--- config.mk ---
export PLATFORM = sky130hd
export DESIGN_NAME = sptm_top
export DESIGN_NICKNAME = d
export VERILOG_FILES = /design/src/rtl/sptm_sync.v /design/src/rtl/sptm_prescale.v /design/src/rtl/sptm_top.v
export VERILOG_INCLUDE_DIRS = /design/src /design/src/rtl
export SDC_FILE = /design/constraint.sdc
export NUM_CORES = 1
export LEC_CHECK = 0
export ABC_AREA = 1
export BUFFER_PORTS_ARGS = -buffer_cell sky130_fd_sc_hd__buf_2
export CAP_MARGIN = 20
export CORE_MARGIN = 4
export CORE_UTILIZATION = 50
export CTS_CLUSTER_DIAMETER = 50
export DETAILED_ROUTE_END_ITERATION = 6
export PLACE_DENSITY = 0.77
export SLEW_MARGIN = 20
export SYNTH_ARGS = -nofsm -noshare
export SYNTH_HDL_FRONTEND = slang
export SYNTH_SLANG_ARGS = --single-unit
--- constraint.sdc ---
create_clock -name pclk -period 1.9 [get_ports pclk]
set_clock_uncertainty 0.2 [all_clocks]
set_input_delay 0.19 -clock pclk [delete_from_list [all_inputs] [get_ports pclk]]
set_output_delay 0.19 -clock pclk [all_outputs]
set_load 0.01 [all_outputs]
--- src/rtl/sptm_consts.vh ---
// Register offsets, field positions, reset values and divider counts of the split timer block
`ifndef SPTM_CONSTS_VH
`define SPTM_CONSTS_VH

`define SPTM_TCTL_OFF 8'h00
`define SPTM_TMODE_OFF 8'h04
`define SPTM_T0LO_OFF 8'h08
`define SPTM_T0HI_OFF 8'h0C
`define SPTM_T1LO_OFF 8'h10
`define SPTM_T1HI_OFF 8'h14
`define SPTM_CKC_OFF 8'h18
`define SPTM_IEN_OFF 8'h1C

`define SPTM_TCTL_RST 8'h00
`define SPTM_TMODE_RST 8'h00
`define SPTM_CNT_RST 8'h00
`define SPTM_CKC_RST 4'h0
`define SPTM_IEN_RST 4'h0

`define SPTM_OVF1_BIT 7
`define SPTM_RUN1_BIT 6
`define SPTM_OVF0_BIT 5
`define SPTM_RUN0_BIT 4
`define SPTM_XF1_BIT 3
`define SPTM_XT1_BIT 2
`define SPTM_XF0_BIT 1
`define SPTM_XT0_BIT 0

`define SPTM_GT1_BIT 7
`define SPTM_CT1_BIT 6
`define SPTM_M1_HI 5
`define SPTM_M1_LO 4
`define SPTM_GT0_BIT 3
`define SPTM_CT0_BIT 2
`define SPTM_M0_HI 1
`define SPTM_M0_LO 0

`define SPTM_MODE_13 2'h0
`define SPTM_MODE_16 2'h1
`define SPTM_MODE_RELOAD 2'h2
`define SPTM_MODE_SPLIT 2'h3

`define SPTM_CKC_T0SYS_BIT 0
`define SPTM_CKC_T1SYS_BIT 1
`define SPTM_CKC_SCA_HI 3
`define SPTM_CKC_SCA_LO 2

`define SPTM_IEN_EX0_BIT 0
`define SPTM_IEN_ET0_BIT 1
`define SPTM_IEN_EX1_BIT 2
`define SPTM_IEN_ET1_BIT 3

`define SPTM_DIV_SCA0 8'h0C
`define SPTM_DIV_SCA1 8'h04
`define SPTM_DIV_SCA2 8'h30
`define SPTM_DIV_SCA3 8'h08

`endif

--- src/rtl/sptm_sync.v ---
// Two-flop pin synchroniser with falling-edge detection behind the second flop
`timescale 1ns/100ps
`default_nettype none
module sptm_sync #(
  parameter W = 4
) (
  input wire pclk,
  input wire presetn,
  input wire [W-1:0] pin_in,
  output wire [W-1:0] level_out,
  output wire [W-1:0] fall_out
);
  reg [W-1:0] meta_r;
  reg [W-1:0] sync_r;
  reg [W-1:0] last_r;

  // Pins idle high, so reset to ones avoids a false edge after release
  always @(posedge pclk or negedge presetn) begin
    if (!presetn) begin
      meta_r <= {W{1'b1}};
      sync_r <= {W{1'b1}};
      last_r <= {W{1'b1}};
    end else begin
      meta_r <= pin_in;
      sync_r <= meta_r;
      last_r <= sync_r;
    end
  end

  assign level_out = sync_r;
  assign fall_out = last_r & ~sync_r;
endmodule
`default_nettype wire

--- src/rtl/sptm_prescale.v ---
// Prescaler: one-cycle enable pulse every div_in cycles of pclk
`timescale 1ns/100ps
`default_nettype none
module sptm_prescale (
  input wire pclk,
  input wire presetn,
  input wire [7:0] div_in,
  output reg tick_out
);
  reg [7:0] cnt_r;

  always @(posedge pclk or negedge presetn) begin
    if (!presetn) begin
      cnt_r <= 8'h00;
      tick_out <= 1'b0;
    end else if (cnt_r >= div_in - 8'h01) begin
      // A changed divisor below the count simply wraps here at once
      cnt_r <= 8'h00;
      tick_out <= 1'b1;
    end else begin
      cnt_r <= cnt_r + 8'h01;
      tick_out <= 1'b0;
    end
  end
endmodule
`default_nettype wire

--- src/rtl/sptm_top.v ---
// Timer 0/1 pair with split mode, shared control register and APB register slave
// Functional notes
// With the first timer in mode 3 its low and high bytes count as two separate 8-bit counters.
// In split mode the low byte obeys the first timer's run, source, gate and overflow bits.
// The split low byte counts the timebase or falling edges on its event pin, as selected.
// The split high byte is a timer only, ticked by system or prescaled clock, never a pin.
// The split high byte runs only while the second timer's run bit is set.
// A split high byte overflow sets the second timer's overflow flag and so its interrupt.
// The second timer stops counting when its own mode field is 3.
// During split mode the second timer ignores its event pin and sets no flag or interrupt.
// During split mode the second timer's overflow still goes out as baud tick and ADC trigger.
// During split mode the second timer runs in modes 0 to 2 and stops in 3, whatever its run bit.
// A counter overflow sets its overflow flag, which requests an interrupt when enabled.
// A timer counts only with its run bit set and either gate clear or its irq pin high.
// Overflow flags are software writable and clear when the core vectors to their handler.
// External irq flags set on a falling edge or low level as typed; software may clear edge-typed flags, level-typed ones follow the pin.
`include "sptm_consts.vh"
`timescale 1ns/100ps
`default_nettype none
module sptm_top #(
  parameter [7:0] DIV_SCA0 = `SPTM_DIV_SCA0,
  parameter [7:0] DIV_SCA1 = `SPTM_DIV_SCA1,
  parameter [7:0] DIV_SCA2 = `SPTM_DIV_SCA2,
  parameter [7:0] DIV_SCA3 = `SPTM_DIV_SCA3
) (
  input wire pclk,
  input wire presetn,
  input wire psel,
  input wire penable,
  input wire pwrite,
  input wire [7:0] paddr,
  input wire [31:0] pwdata,
  output reg [31:0] prdata,
  output reg pready,
  output reg pslverr,
  input wire ext_irq0_pin_n,
  input wire ext_irq1_pin_n,
  input wire t0_event_pin,
  input wire t1_event_pin,
  input wire ack_t0,
  input wire ack_t1,
  input wire ack_ext0,
  input wire ack_ext1,
  output reg irq_t0,
  output reg irq_t1,
  output reg irq_ext0,
  output reg irq_ext1,
  output reg baud_tick,
  output reg adc_trig
);
  reg [7:0] timer_control_r;
  reg [7:0] timer_mode_reg_r;
  reg [7:0] first_timer_low_byte_r;
  reg [7:0] first_timer_high_byte_r;
  reg [7:0] second_low_r;
  reg [7:0] second_high_r;
  reg [3:0] ckc_r;
  reg [3:0] ien_r;
  reg [7:0] tctl_nxt;
  reg [7:0] t0lo_nxt;
  reg [7:0] t0hi_nxt;
  reg [7:0] tl1_nxt;
  reg [7:0] th1_nxt;
  reg ovf0;
  reg ovf0_hi;
  reg ovf1;
  reg [7:0] div_sel;
  reg [31:0] rd_nxt;
  reg rd_err;

  wire [3:0] pin_level;
  wire [3:0] pin_fall;
  wire pre_tick;

  // Bit order on the synchroniser: irq0, irq1, event0, event1
  sptm_sync #(
    .W(4)
  ) u_sync (
    .pclk(pclk),
    .presetn(presetn),
    .pin_in({t1_event_pin, t0_event_pin, ext_irq1_pin_n, ext_irq0_pin_n}),
    .level_out(pin_level),
    .fall_out(pin_fall)
  );

  always @* begin
    case (ckc_r[`SPTM_CKC_SCA_HI:`SPTM_CKC_SCA_LO])
      2'h0: div_sel = DIV_SCA0;
      2'h1: div_sel = DIV_SCA1;
      2'h2: div_sel = DIV_SCA2;
      default: div_sel = DIV_SCA3;
    endcase
  end

  sptm_prescale u_pre (
    .pclk(pclk),
    .presetn(presetn),
    .div_in(div_sel),
    .tick_out(pre_tick)
  );

  // Increment for modes 0..2: {overflow, high byte, low byte}
  function [16:0] sptm_inc;
    input [1:0] mode;
    input [15:0] val;
    reg [13:0] c13;
    reg [16:0] c16;
    reg [8:0] c8;
    begin
      c13 = {1'b0, val[15:8], val[4:0]} + 14'h0001;
      c16 = {1'b0, val} + 17'h00001;
      c8 = {1'b0, val[7:0]} + 9'h001;
      case (mode)
        `SPTM_MODE_13: sptm_inc = {c13[13], c13[12:5], val[7:5], c13[4:0]};
        `SPTM_MODE_16: sptm_inc = c16;
        default: sptm_inc = c8[8] ? {1'b1, val[15:8], val[15:8]} : {1'b0, val[15:8], c8[7:0]};
      endcase
    end
  endfunction

  wire [1:0] mode0 = timer_mode_reg_r[`SPTM_M0_HI:`SPTM_M0_LO];
  wire [1:0] mode1 = timer_mode_reg_r[`SPTM_M1_HI:`SPTM_M1_LO];
  wire first_timer_source_select = timer_mode_reg_r[`SPTM_CT0_BIT];
  wire first_timer_gate = timer_mode_reg_r[`SPTM_GT0_BIT];
  wire src1_sel = timer_mode_reg_r[`SPTM_CT1_BIT];
  wire gate1 = timer_mode_reg_r[`SPTM_GT1_BIT];
  wire first_timer_run = timer_control_r[`SPTM_RUN0_BIT];
  wire second_timer_run = timer_control_r[`SPTM_RUN1_BIT];
  wire split = (mode0 == `SPTM_MODE_SPLIT);
  wire base0_tick = ckc_r[`SPTM_CKC_T0SYS_BIT] | pre_tick;
  wire base1_tick = ckc_r[`SPTM_CKC_T1SYS_BIT] | pre_tick;

  // Gate is a level on the synchronised irq pin, so pulse width measurement lags two cycles
  wire run0 = first_timer_run & (~first_timer_gate | pin_level[0]);
  wire tick0 = first_timer_source_select ? pin_fall[2] : base0_tick;
  wire step0 = run0 & tick0;
  wire step0_hi = split & second_timer_run & base0_tick;

  wire run1_norm = second_timer_run & (~gate1 | pin_level[1]);
  wire run1 = (split ? 1'b1 : run1_norm) & (mode1 != `SPTM_MODE_SPLIT);
  wire tick1 = (src1_sel & ~split) ? pin_fall[3] : base1_tick;
  wire step1 = run1 & tick1;

  wire [16:0] inc0 = sptm_inc(mode0, {first_timer_high_byte_r, first_timer_low_byte_r});
  wire [16:0] inc1 = sptm_inc(mode1, {second_high_r, second_low_r});

  // Exact word match: unaligned or unmapped addresses select nothing
  function sptm_hit;
    input [7:0] a;
    input [7:0] off;
    begin
      sptm_hit = (a == off);
    end
  endfunction

  // Writes land only on the access edge, never in the setup cycle
  wire acc = psel & penable & pready;
  wire wr = acc & pwrite;
  wire wr_tctl = wr & sptm_hit(paddr, `SPTM_TCTL_OFF);
  wire wr_tmode = wr & sptm_hit(paddr, `SPTM_TMODE_OFF);
  wire wr_t0lo = wr & sptm_hit(paddr, `SPTM_T0LO_OFF);
  wire wr_t0hi = wr & sptm_hit(paddr, `SPTM_T0HI_OFF);
  wire wr_tl1 = wr & sptm_hit(paddr, `SPTM_T1LO_OFF);
  wire wr_th1 = wr & sptm_hit(paddr, `SPTM_T1HI_OFF);
  wire wr_ckc = wr & sptm_hit(paddr, `SPTM_CKC_OFF);
  wire wr_ien = wr & sptm_hit(paddr, `SPTM_IEN_OFF);

  always @* begin
    t0lo_nxt = first_timer_low_byte_r;
    t0hi_nxt = first_timer_high_byte_r;
    tl1_nxt = second_low_r;
    th1_nxt = second_high_r;
    ovf0 = 1'b0;
    ovf0_hi = 1'b0;
    ovf1 = 1'b0;
    if (split) begin
      if (step0) begin
        {ovf0, t0lo_nxt} = {1'b0, first_timer_low_byte_r} + 9'h001;
      end
      if (step0_hi) begin
        {ovf0_hi, t0hi_nxt} = {1'b0, first_timer_high_byte_r} + 9'h001;
      end
    end else if (step0) begin
      {ovf0, t0hi_nxt, t0lo_nxt} = inc0;
    end
    if (step1) begin
      {ovf1, th1_nxt, tl1_nxt} = inc1;
    end
    // A byte written by software replaces this cycle's count
    if (wr_t0lo) begin
      t0lo_nxt = pwdata[7:0];
    end
    if (wr_t0hi) begin
      t0hi_nxt = pwdata[7:0];
    end
    if (wr_tl1) begin
      tl1_nxt = pwdata[7:0];
    end
    if (wr_th1) begin
      th1_nxt = pwdata[7:0];
    end
  end

  // Flags: software write and vector acks first, hardware sets last so a set wins
  always @* begin
    tctl_nxt = timer_control_r;
    if (wr_tctl) begin
      tctl_nxt = pwdata[7:0];
    end
    if (ack_t0) begin
      tctl_nxt[`SPTM_OVF0_BIT] = 1'b0;
    end
    if (ack_t1) begin
      tctl_nxt[`SPTM_OVF1_BIT] = 1'b0;
    end
    // An ack on a level-typed flag is ignored, the pin decides
    if (ack_ext0 & timer_control_r[`SPTM_XT0_BIT]) begin
      tctl_nxt[`SPTM_XF0_BIT] = 1'b0;
    end
    if (ack_ext1 & timer_control_r[`SPTM_XT1_BIT]) begin
      tctl_nxt[`SPTM_XF1_BIT] = 1'b0;
    end
    if (ovf0) begin
      tctl_nxt[`SPTM_OVF0_BIT] = 1'b1;
    end
    // In split mode only the high byte may raise the second flag
    if (split ? ovf0_hi : ovf1) begin
      tctl_nxt[`SPTM_OVF1_BIT] = 1'b1;
    end
    // Level type makes the flag track the inverted pin; a software clear has no effect
    if (tctl_nxt[`SPTM_XT0_BIT]) begin
      if (pin_fall[0]) begin
        tctl_nxt[`SPTM_XF0_BIT] = 1'b1;
      end
    end else begin
      tctl_nxt[`SPTM_XF0_BIT] = ~pin_level[0];
    end
    if (tctl_nxt[`SPTM_XT1_BIT]) begin
      if (pin_fall[1]) begin
        tctl_nxt[`SPTM_XF1_BIT] = 1'b1;
      end
    end else begin
      tctl_nxt[`SPTM_XF1_BIT] = ~pin_level[1];
    end
  end

  always @* begin
    rd_err = 1'b0;
    rd_nxt = 32'h00000000;
    case (paddr)
      `SPTM_TCTL_OFF: rd_nxt = {24'h000000, timer_control_r};
      `SPTM_TMODE_OFF: rd_nxt = {24'h000000, timer_mode_reg_r};
      `SPTM_T0LO_OFF: rd_nxt = {24'h000000, first_timer_low_byte_r};
      `SPTM_T0HI_OFF: rd_nxt = {24'h000000, first_timer_high_byte_r};
      `SPTM_T1LO_OFF: rd_nxt = {24'h000000, second_low_r};
      `SPTM_T1HI_OFF: rd_nxt = {24'h000000, second_high_r};
      `SPTM_CKC_OFF: rd_nxt = {28'h0000000, ckc_r};
      `SPTM_IEN_OFF: rd_nxt = {28'h0000000, ien_r};
      default: rd_err = 1'b1;
    endcase
  end

  // Zero wait states: ready is raised in the setup cycle so the first access edge completes
  always @(posedge pclk or negedge presetn) begin
    if (!presetn) begin
      pready <= 1'b0;
      pslverr <= 1'b0;
      prdata <= 32'h00000000;
    end else if (psel & ~penable) begin
      pready <= 1'b1;
      pslverr <= rd_err;
      prdata <= pwrite ? 32'h00000000 : rd_nxt;
    end else begin
      pready <= 1'b0;
      pslverr <= 1'b0;
      prdata <= 32'h00000000;
    end
  end

  always @(posedge pclk or negedge presetn) begin
    if (!presetn) begin
      timer_control_r <= `SPTM_TCTL_RST;
      first_timer_low_byte_r <= `SPTM_CNT_RST;
      first_timer_high_byte_r <= `SPTM_CNT_RST;
      second_low_r <= `SPTM_CNT_RST;
      second_high_r <= `SPTM_CNT_RST;
    end else begin
      timer_control_r <= tctl_nxt;
      first_timer_low_byte_r <= t0lo_nxt;
      first_timer_high_byte_r <= t0hi_nxt;
      second_low_r <= tl1_nxt;
      second_high_r <= th1_nxt;
    end
  end

  // Configuration registers change only by software
  always @(posedge pclk or negedge presetn) begin
    if (!presetn) begin
      timer_mode_reg_r <= `SPTM_TMODE_RST;
      ckc_r <= `SPTM_CKC_RST;
      ien_r <= `SPTM_IEN_RST;
    end else begin
      if (wr_tmode) begin
        timer_mode_reg_r <= pwdata[7:0];
      end
      if (wr_ckc) begin
        ckc_r <= pwdata[3:0];
      end
      if (wr_ien) begin
        ien_r <= pwdata[3:0];
      end
    end
  end

  always @(posedge pclk or negedge presetn) begin
    if (!presetn) begin
      irq_t0 <= 1'b0;
      irq_t1 <= 1'b0;
      irq_ext0 <= 1'b0;
      irq_ext1 <= 1'b0;
    end else begin
      irq_t0 <= timer_control_r[`SPTM_OVF0_BIT] & ien_r[`SPTM_IEN_ET0_BIT];
      irq_t1 <= timer_control_r[`SPTM_OVF1_BIT] & ien_r[`SPTM_IEN_ET1_BIT];
      irq_ext0 <= timer_control_r[`SPTM_XF0_BIT] & ien_r[`SPTM_IEN_EX0_BIT];
      irq_ext1 <= timer_control_r[`SPTM_XF1_BIT] & ien_r[`SPTM_IEN_EX1_BIT];
    end
  end

  // Tick outputs follow the second timer's carry in every mode, flag or no flag
  always @(posedge pclk or negedge presetn) begin
    if (!presetn) begin
      baud_tick <= 1'b0;
      adc_trig <= 1'b0;
    end else begin
      baud_tick <= ovf1;
      adc_trig <= ovf1;
    end
  end
endmodule
`default_nettype wire

* After elaboration in Yosys (flattened, before gate mapping)
Cells that the tools add are included.
** Operators by class
- Add/sub/neg operators :: 9
- Magnitude comparators :: 1
- Equality and inequality tests :: 18
- Multiplexer cells :: 45
- Bitwise logic cells :: 38
- Reduce and logical (&&, ||, !) cells :: 17
** Operators by type and width (count)
- $mux 8 :: 14
- $pmux 17 s2 :: 2
- $mux 32 :: 2
- $pmux 8 s8 :: 1
- $add 16x1->17 const B :: 2
- $mux 17 :: 2
- $eq 8x5->1 const B :: 4
- $add 13x1->14 const B :: 2
- $add 8x1->9 const B :: 3
- $and 1x1->1 :: 26
- $mux 1 :: 23
- $pmux 6 s3 :: 1
- $eq 8x4->1 const B :: 2
- $reduce_bool 3->1 :: 4
- $add 8x1->8 const B :: 1
- $eq 8x3->1 const B :: 1
- $ge 8x8->1 :: 1
- $logic_not 8->1 :: 1
- $ne 4x1->1 const B :: 2
- $reduce_or 8->1 :: 1
- $sub 6x1->7 const B :: 1
- $eq 2x1->1 const B :: 3
- $logic_not 2->1 :: 3
- $not 1->1 :: 6
- 11 further kinds :: 20
** Word-level totals
- Register bits after elaboration :: 116
- Bits of input ports :: 53

* Logic depth before layout (Yosys ltp)
Gate-level depths: netlist of run 1.
- Word-level depth :: 9
- Mapped depth :: 12

* By module
Synthesis of run 1 repeated with hierarchy kept, for this count alone.
** Second synthesis, totals
- Cells, all modules :: 933
- Area total of the unflattened synthesis :: 6438.7 µm²
** By module, submodules not included
- sptm_top :: times used 1, cells an instance 821, area each 5373.9 µm², sequential area each 1776.7 µm²
- sptm_prescale :: times used 1, cells an instance 92, area each 709.4 µm², sequential area each 225.2 µm²
- sptm_sync :: times used 1, cells an instance 20, area each 355.3 µm², sequential area each 315.3 µm²

* Worst setup path before layout of run 1
No wires, ideal clock.
- Path kind :: register -> register
- From :: register second_low_r[0]
- To :: register second_low_r[5]
- Data arrival time :: 1379 ps
- Data required time :: 1635 ps
- Slack :: 257 ps
- Stages on the path, launching flop included :: 12
- Cell sequence :: dfrtp_1 -> ha_1 -> nand2_2 -> nor2_4 -> nand2_2 -> nor2_4 -> nand2_1 -> nand2_1 -> inv_1 -> o21ai_0 -> nand3_1 -> nand2_1
** On the way
- Cells in the longest elaborated chain, start to end :: 5
- Elaborated cells on any way between the ends :: 6
** Ends and longest elaborated chain
- start, declared :: RTL line sptm_top.v:55 : reg [7:0] second_low_r;
- start signal, assigned :: RTL line sptm_top.v:285 : second_low_r <= `SPTM_CNT_RST;
- start signal, assigned :: RTL line sptm_top.v:291 : second_low_r <= tl1_nxt;
- $add 8x1->9 :: RTL line sptm_top.v:112 : c8 = {1'b0, val[7:0]} + 9'h001;
- $mux 17 :: RTL line sptm_top.v:116 : default: sptm_inc = c8[8] ? {1'b1, val[15:8], val[15:8]} : {1'b0, val[15:8], c8[7:0]};
- $pmux 17 s2 (*) :: RTL line sptm_top.v:113 : case (mode)
- $mux 8 (*) :: RTL line sptm_top.v:186 : if (step1) begin
- $mux 8 (*) :: RTL line sptm_top.v:196 : if (wr_tl1) begin
Every way passes the cells marked *; elsewhere a longest branch is shown, timed or not. The select of a mux whose other input is x is not followed.
A chain may end at the register's enable or synchronous reset.

* Worst setup path after layout of run 1
- From :: input paddr[5]
- To :: register pslverr
** On the way
- Cells in the longest elaborated chain, start to end :: 4
- Elaborated cells on any way between the ends :: 11
** Ends and longest elaborated chain
- start, declared :: RTL line sptm_top.v:31 : input wire [7:0] paddr,
- $eq 8x3->1 (tied with other cells) :: RTL line sptm_top.v:250 : case (paddr)
- $reduce_or 8->1 (no line) (*)
- $mux 1 (*) :: RTL line sptm_top.v:250
- $mux 1 (*) :: RTL line sptm_top.v:269 : end else if (psel & ~penable) begin
- end signal, assigned :: RTL line sptm_top.v:271 : pslverr <= rd_err;
- end, declared :: RTL line sptm_top.v:35 : output reg pslverr,
Every way passes the cells marked *; elsewhere a longest branch is shown, timed or not.

==> results of run 1 <==
==> placed cells by master, fill, tap and decap left out, types with 3 or more instances in the layout <==
| master | n |
|---|---|
| sky130_fd_sc_hd__o22ai_1 | 7 |
| sky130_fd_sc_hd__clkbuf_16 | 10 |
| sky130_fd_sc_hd__nor2_2 | 10 |
| sky130_fd_sc_hd__nand2_2 | 7 |
| sky130_fd_sc_hd__a21oi_1 | 20 |
| sky130_fd_sc_hd__ha_1 | 6 |
| sky130_fd_sc_hd__dfstp_2 | 12 |
| sky130_fd_sc_hd__nand2_4 | 6 |
| sky130_fd_sc_hd__conb_1 | 26 |
| sky130_fd_sc_hd__dfrtp_2 | 6 |
| sky130_fd_sc_hd__o21ai_0 | 70 |
| sky130_fd_sc_hd__nor2_1 | 70 |
| sky130_fd_sc_hd__xor2_1 | 8 |
| sky130_fd_sc_hd__dfrtp_1 | 74 |
| sky130_fd_sc_hd__nand3_2 | 7 |
| sky130_fd_sc_hd__nor3_1 | 5 |
| sky130_fd_sc_hd__xnor2_1 | 4 |
| sky130_fd_sc_hd__buf_2 | 43 |
| sky130_fd_sc_hd__inv_2 | 10 |
| sky130_fd_sc_hd__inv_1 | 106 |
| sky130_fd_sc_hd__nand4_1 | 15 |
| sky130_fd_sc_hd__nand2_1 | 280 |
| sky130_fd_sc_hd__clkinv_8 | 3 |
| sky130_fd_sc_hd__o211ai_1 | 5 |
| sky130_fd_sc_hd__nor2_4 | 7 |
| sky130_fd_sc_hd__o21ai_1 | 21 |
| sky130_fd_sc_hd__o21ai_2 | 4 |
| sky130_fd_sc_hd__dlygate4sd3_1 | 20 |
| sky130_fd_sc_hd__nand3_1 | 75 |
| sky130_fd_sc_hd__buf_4 | 40 |
==> sequential cells by signal, summed over array words and instances (netlist names), 8 cells and up <==
register	count
second_low_r	8
timer_control_r	8
first_timer_high_byte_r	8
timer_mode_reg_r	8
first_timer_low_byte_r	8
u_pre.cnt_r	8
prdata	8
second_high_r	8
==> critical path, cell delays in order <==
cell	delay (ps)
sky130_fd_sc_hd__buf_2	100
sky130_fd_sc_hd__dlygate4sd3_1	570
sky130_fd_sc_hd__nor2_1	160
sky130_fd_sc_hd__nand2_1	90
sky130_fd_sc_hd__dlygate4sd3_1	570
sky130_fd_sc_hd__o21ai_1	160
sky130_fd_sc_hd__inv_1	50
==> metal layers <==
| metal | share of wire (%) | up-vias |
|---|---|---|
| met1 | 43 | 2883 |
| met3 | 7.1 | 36 |
| met5 | 0 | - |
| met4 | 2.2 | 0 |
| met2 | 48 | 261 |
| li1 | - | 3039 |
==> worst max path at each step <==
stage | endpoint | slack (ps) | depth (start not counted)
after floorplan | second_low_r[5] | 260 | 11
after global placement | prdata[1] | 40 | 9
after detailed placement | prdata[1] | 30 | 9
after CTS | first_timer_high_byte_r[1] | 20 | 9
after global routing | first_timer_low_byte_r[0] | -10 | 8
final | pslverr | 50 | 7
==> through the flow <==
step / utilization, % / hold slack [ps]
2_1_floorplan: - / -305.6
5_1_grt: 61.44 / 35.26
6_report: 61.44 / -7.632
3_5_place_dp: 55.45 / 83.35
4_1_cts: 59.82 / 0.5000
3_3_place_gp: 55.45 / 79.40
==> power by group <==
part	leakage [nW]	switching (W)	total (W)	internal (W)
combinational	2.44	0.000209	0.000321	0.000111
sequential	1.18	0.0000317	0.00204	0.00200
clock	0.159	0.000904	0.00192	0.00102
total	3.78	0.00114	0.00428	0.00313
==> what timing repair did <==
action / in CTS / in global routing
buffers inserted: 0 / 13
resized for setup: 0 / 33
hold buffers: 20 / 0
setup endpoints to repair: 0 / 42
endpoints found under the hold margin: 99 / 0
==> kinds of logic after synthesis <==
kind of cell / count (synthesis) / synth area share (%)
XOR/XNOR: 12 / 1.696
AND/OR/NAND/NOR: 491 / 35.76
buffers and inverters: 154 / 11.43
AO/OA/AOI/OAI: 136 / 11.99
flip-flops: 92 / 37.39
adder cells (fa/ha/maj): 8 / 1.615
other: 2 / 0.1212
==> final cells by class <==
type | count | area [um^2]
repair buffers | 106 | 767.0
fillers | 1124 | 4651
flip-flops and latches | 92 | 2325
clock inverters | 6 | 77.57
multi-input cells | 673 | 3332
inverters | 118 | 449.2
clock buffers | 10 | 250.2
well taps | 168 | 210.2
==> parameters.txt, run 1 <==
Parameter                              Value

STA
  Hold Violations, Final    1
  Share of the cycle needed by the critical path after routing    97.14%
  Finish-stage setup viols    0
  Hold Slack    -7.632 ps
  Max Fclk    541.8 MHz
  Final WS setup    54.29 ps
  Final critical delay including setup and external delays    1846 ps
  Final number of max-transition violations    0
  Total Negative Setup Slacks    0 ps

CTS
  Total clock buffers created by CTS    9
  CTS tree    yes
  Number of sinks handled by clock tree synthesis    92
  H-Tree Level Count    3
  Maximum number of buffers from clock root to sink    2
  Clock Pin Slew Worst Setup and Hold Paths    80 ps
  Clk_lat worst skew    360 ps
  Root Buffer    sky130_fd_sc_hd__clkbuf_16

Route
  Antenna viol nets, final    0
  Via/cell ratio    around 5.3
  DRC violation total after the first TritonRoute iteration    659
  Aggregate routed wire length    17.92 mm
  # DRC    0
  Vias    6219
  Routed WL per cell    between 15 and 20 um
  Initial DRT Pass Iterations    7

Floorplan
  Standard-cell row count    40
  Effective utilization at floorplan    51.38%
  IO Count    93
  Die Span X    about 120 um
  Core Box Area    12060 um^2
  Die height    119.3 um
  Die footprint    14240 um^2

Min path
  Cell depth of the worst hold path    3
  Path class of the lowest-slack min-delay path    in -> reg
  Startpoint of the tightest hold check path    pwdata[5]
  Hold path endpoint    timer_control_r[5]

Cells and area
  Layout area overhead    19.58%
  Net count of the finished layout    approximately 1100
  Number of cells in the finished layout apart from fillers    1173
  N_diodes    0
  Finished Cell Area    7411 um^2
  Fraction of final layout cells sized beyond drive strength 1    18.21%

Setup path
  Required time of the critical path    1950 ps
  Worst-case reg-to-reg path depth    11
  CP Launch Point    paddr[5]
  FF-to-FF End    second_low_r[7]
  Critical Path Fanout Max    2
  Reg-to-Reg Start    second_low_r[1]
  Element type at the critical path end    flop
  Critical path class    in -> reg
  Slack of the worst reg-to-reg path    about 90 ps
  Crit path arrival time    ~1900 ps
  Setup crit start kind    input port

Yosys
  Number of enable-type register cells in the synthesized netlist    0
  Top-count cell post-synth    sky130_fd_sc_hd__nand2_1
  Cell type with the largest total area after synthesis    sky130_fd_sc_hd__dfrtp_1
  Primary flip-flop cell chosen by synthesis mapping    sky130_fd_sc_hd__dfrtp_1
  Register bit count reported by yosys    92
  YS warnings    0
  Post-synthesis instance area    6197 um^2
  Synth unique cells    42
  Commonest cells in the synthesized netlist    281 x sky130_fd_sc_hd__nand2_1, 110 x sky130_fd_sc_hd__inv_1, 80 x sky130_fd_sc_hd__dfrtp_1
  Top cell type's share of synthesized area    32.30%
  Synth async-reset ratio    100.0%
  Top area cells in the synthesized netlist    sky130_fd_sc_hd__dfrtp_1 32%, sky130_fd_sc_hd__nand2_1 17%, sky130_fd_sc_hd__inv_1 6.7%
  Sequential-to-total area share from yosys stat    37.39%
  Average footprint of a synthesized cell    approximately 7 um^2
  Mapped Cells    895

Global route
  Busiest layer in global routing    met2
  Global-route usage over all layers    25.70%
  Met3 Usage GRT    4.653%
  Global route total overflow    0
  First-pass GRT wire length    29.22 mm
  Global routing met1 resource utilization    34.05%
  Maximum number of pins on one net before global-route repair    between 90 and 100
  GR Util met2    42.42%
  Antenna violations before repair    0
  Vias in the first global route    5908

Place
  Placed Area    6688 um^2
  Routability-driven placement congestion ratio    0.9697
  Setup Slack @ Placement    33.34 ps
  Post-detailed-placement half-perimeter wirelength    13.20 mm
  Total instance count after detailed placement    1124
  Port-buffer cells    44

Power
  Pwr Total    0.004278 W
  P per Cell Area    577.3 nW/um^2
  Leak    between 3 and 4 nW
  Largest voltage drop on the vdd net    599.6 uV

Flow run
  Maxcap violations    0

Run status
  Run status    finished, violations left
  Violated checks    negative hold slack
Power figures use the tool's default switching activity.
==> inputs of run 2 (changes only) <==
SYNTH_HIERARCHICAL = 1   (was unset)
==> run 2 against run 1 <==
  * The run ends with negative setup slack left
  * Critical path depth grew 9
  * Die area grew 3.6%
  * First-iteration DRC count shrank 0.46%
  * Clock power grew 11%
  * Cell count grew 7.5%
  * Synthesized area grew 3.9%
  * Clock-buffer cell count is the same
  * Sequential cell count is the same
  * Total power grew 23%
  * Synthesized cell count grew 4.2%
  * Global-route usage grew 1.3 points
  * Core utilization grew 3.5 points
  * Largest power group unchanged
  * Highest routed layer unchanged
==> parameters.txt, run 2 <==
Parameter                              Value

Run status
  Run status    finished, violations left
  Violated checks    negative setup slack

Global route
  Maximum number of pins on one net before global-route repair    42 (-55%)
  First-pass GRT wire length    31.31 mm (+7.2%)
  Global route total overflow    0 (unchanged)
  Global-route usage over all layers    27.02% (+1.3 points)
  Vias in the first global route    6409 (+8.5%)
  Antenna violations before repair    0 (unchanged)

STA
  Finish-stage setup viols    9 (+9)
  RSZ-0062 raised after global routing    true
  Final WS setup    -517.3 ps (-571.6 ps)
  Hold Violations, Final    0 (-1)
  Max Fclk    413.7 MHz (-24%)
  Final critical delay including setup and external delays    2417 ps (+571.6 ps)
  Share of the cycle needed by the critical path after routing    127.2% (+30 points)
  Final number of max-transition violations    0 (unchanged)

Floorplan
  Die footprint    14760 um^2 (+3.6%)
  Core Box Area    12620 um^2 (+4.6%)
  Standard-cell row count    41 (+2.5%)
  Effective utilization at floorplan    51.02% (-0.36 points)
  IO Count    93 (unchanged)
  Die height    121.5 um (+1.8%)
  Die Span X    121.5 um (+1.8%)

Yosys
  Register bit count reported by yosys    92 (unchanged)
  Average footprint of a synthesized cell    6.901 um^2 (-0.33%)
  Top area cells in the synthesized netlist    sky130_fd_sc_hd__dfrtp_1 31%, sky130_fd_sc_hd__nand2_1 15%, sky130_fd_sc_hd__inv_1 7.7%
  Commonest cells in the synthesized netlist    258 x sky130_fd_sc_hd__nand2_1, 132 x sky130_fd_sc_hd__inv_1, 86 x sky130_fd_sc_hd__nor2_1
  Synth unique cells    41 (-2.4%)
  Top cell type's share of synthesized area    31.09% (-1.2 points)
  Top-count cell post-synth    sky130_fd_sc_hd__nand2_1
  YS warnings    6 (+6)
  Number of enable-type register cells in the synthesized netlist    0 (unchanged)
  Sequential-to-total area share from yosys stat    35.99% (-1.4 points)
  Cell type with the largest total area after synthesis    sky130_fd_sc_hd__dfrtp_1
  Synth async-reset ratio    100.0% (unchanged)
  Post-synthesis instance area    6439 um^2 (+3.9%)
  Primary flip-flop cell chosen by synthesis mapping    sky130_fd_sc_hd__dfrtp_1
  Mapped Cells    933 (+4.2%)

Power
  Leak    4.169 nW (+10%)
  P per Cell Area    644.8 nW/um^2 (+12%)
  Pwr Total    0.005281 W (+23%)
  Largest voltage drop on the vdd net    841.2 uV (+40%)

Min path
  Startpoint of the tightest hold check path    pwdata[1]
  Cell depth of the worst hold path    3 (unchanged)
  Hold path endpoint    second_low_r[1]
  Path class of the lowest-slack min-delay path    in -> reg

Cells and area
  Net count of the finished layout    1154 (+8.8%)
  Layout area overhead    27.21%
  Top library cells by usage in the layout, fill and taps aside    244 x sky130_fd_sc_hd__nand2_1, 124 x sky130_fd_sc_hd__inv_1, 78 x sky130_fd_sc_hd__buf_4
  Leading cell type in the layout, fill and taps excluded    sky130_fd_sc_hd__nand2_1
  Fraction of final layout cells sized beyond drive strength 1    23.51% (+5.3 points)
  N_diodes    0 (unchanged)

CTS
  Root Buffer    sky130_fd_sc_hd__clkbuf_16
  H-Tree Level Count    3 (unchanged)
  Total clock buffers created by CTS    9 (unchanged)
  Maximum number of buffers from clock root to sink    2 (unchanged)
  Clk_lat worst skew    350 ps (about the same)
  Number of sinks handled by clock tree synthesis    92 (unchanged)
  Clock Pin Slew Worst Setup and Hold Paths    70 ps (about the same)
  CTS tree    yes

Route
  DRC violation total after the first TritonRoute iteration    656 (-0.46%)
  Antenna viol nets, final    0 (unchanged)
  # DRC    0 (unchanged)
  Vias    6660 (+7.1%)
  Aggregate routed wire length    19.74 mm (+10%)
  Via/cell ratio    5.282 (-0.38%)
  Routed WL per cell    15.65 um (+2.4%)
  Initial DRT Pass Iterations    5 (-2)

Flow run
  Maxcap violations    0 (unchanged)

Place
  Port-buffer cells    44 (unchanged)
  Routability-driven placement congestion ratio    1.007 (+3.8%)
  Post-detailed-placement half-perimeter wirelength    14.23 mm (+7.8%)
  Setup Slack @ Placement    -601.0 ps (-634.3 ps)

Setup path
  Required time of the critical path    1940 ps (about the same)
  Element type at the critical path end    flop
  Crit-path slowest cell    sky130_fd_sc_hd__dfrtp_1
  FF-to-FF End    u_pre/cnt_r[4]
  Crit path arrival time    2460 ps (+560 ps)
  Critical Path Fanout Max    5 (+3)
  Worst-case reg-to-reg path depth    16 (+5)
  Peak per-stage delay on the critical path    410 ps (-160 ps)
  Cells along the critical path    inv_2, ha_2, nor2_4, nor2_4, nor2_4, nand2_2, xnor2_2, inv_1, ha_4, nand2_2, nor2_1, nor2_1, nand2_1, nand2_4, nand2_4, nor2_1
  Slack of the worst reg-to-reg path    -520 ps (-610 ps)
  Critical path class    reg -> reg
  Setup crit start kind    flop
  CP Launch Point    ckc_r[3]
  Reg-to-Reg Start    ckc_r[3]
-- run 2: repair_timing --
action,in CTS,in global routing
gates resized for setup,20,54
setup endpoints to repair,10,43
hold buffers,20,0
cloned,1,0
buffers inserted,3,9
hold endpoints to repair,103,0
pin swaps,15,20
-- run 2: area by class of cell --
type	count	area, um^2
Tap cell	172	215.2
Inverter	141	531.8
Clock inverter	6	116.4
Multi-Input combinational cell	697	3735
Clock buffer	10	239.0
Sequential cell	92	2321
Fill cell	1102	4429
Timing Repair Buffer	143	1032
-- run 2: how the worst max path moves through the flow --
stage / end / slack [ps]
2_1_floorplan: u_pre/cnt_r[0] / -190
3_3_place_gp: u_pre/cnt_r[6] / -450
6_report: u_pre/cnt_r[4] / -520
4_1_cts: u_pre/cnt_r[2] / -420
3_5_place_dp: u_pre/cnt_r[0] / -600
5_1_grt: u_pre/cnt_r[2] / -620
-- run 2: worst max-delay path, delay by kind of cell, from the launching register on --
family | cells | cell delay, ps
buf+inv | 2 | 180
xor+xnor | 1 | 180
flops | 1 | 410
fa+ha+maj | 2 | 460
simple gates | 11 | 870
-- run 2: cells by family after synthesis --
kind of cell / after synthesis / share of synthesized area (%)
DFF: 92 / 35.99
and+or+nand+nor: 485 / 33.29
adders and majority gates: 17 / 3.303
buffers and inverters: 174 / 12.05
xor gates and xnor gates: 21 / 2.857
other: 1 / 0.05824
AOI/OAI and AO/OA: 142 / 12.30
muxes: 1 / 0.1555
-- run 2: layer usage --
metal | routed length (um) | GRT usage [%] | up-vias
met3 | 1616 | 5.874 | 67
met1 | 7917 | 34.54 | 3035
met2 | 9391 | 43.59 | 301
met4 | 810 | 12.75 | 0
li1 | - | - | 3257
met5 | 0 | 0 | -
-- run 2: stage by stage --
stage / area, um^2 / util, % / cells / hold slack [ps] / TNS, ps
floorplan: 6563 / - / 962 / -305.6 / -1722
global placement: 7269 / 57.60 / 1212 / -49.55 / -3965
detailed placement: 7269 / 57.60 / 1212 / -49.62 / -5245
CTS: 7929 / 62.83 / 1252 / 13.25 / -3650
global route: 8190 / 64.90 / 1261 / 24.36 / -5713
finish: 8190 / 64.90 / 1261 / 32.54 / -4471
-- run 2: report_power, final --
| part | total (W) | switching (W) | internal, W |
|---|---|---|---|
| combinational | 0.000929 | 0.000555 | 0.000374 |
| clock | 0.00214 | 0.000802 | 0.00133 |
| sequential | 0.00222 | 0.000136 | 0.00208 |
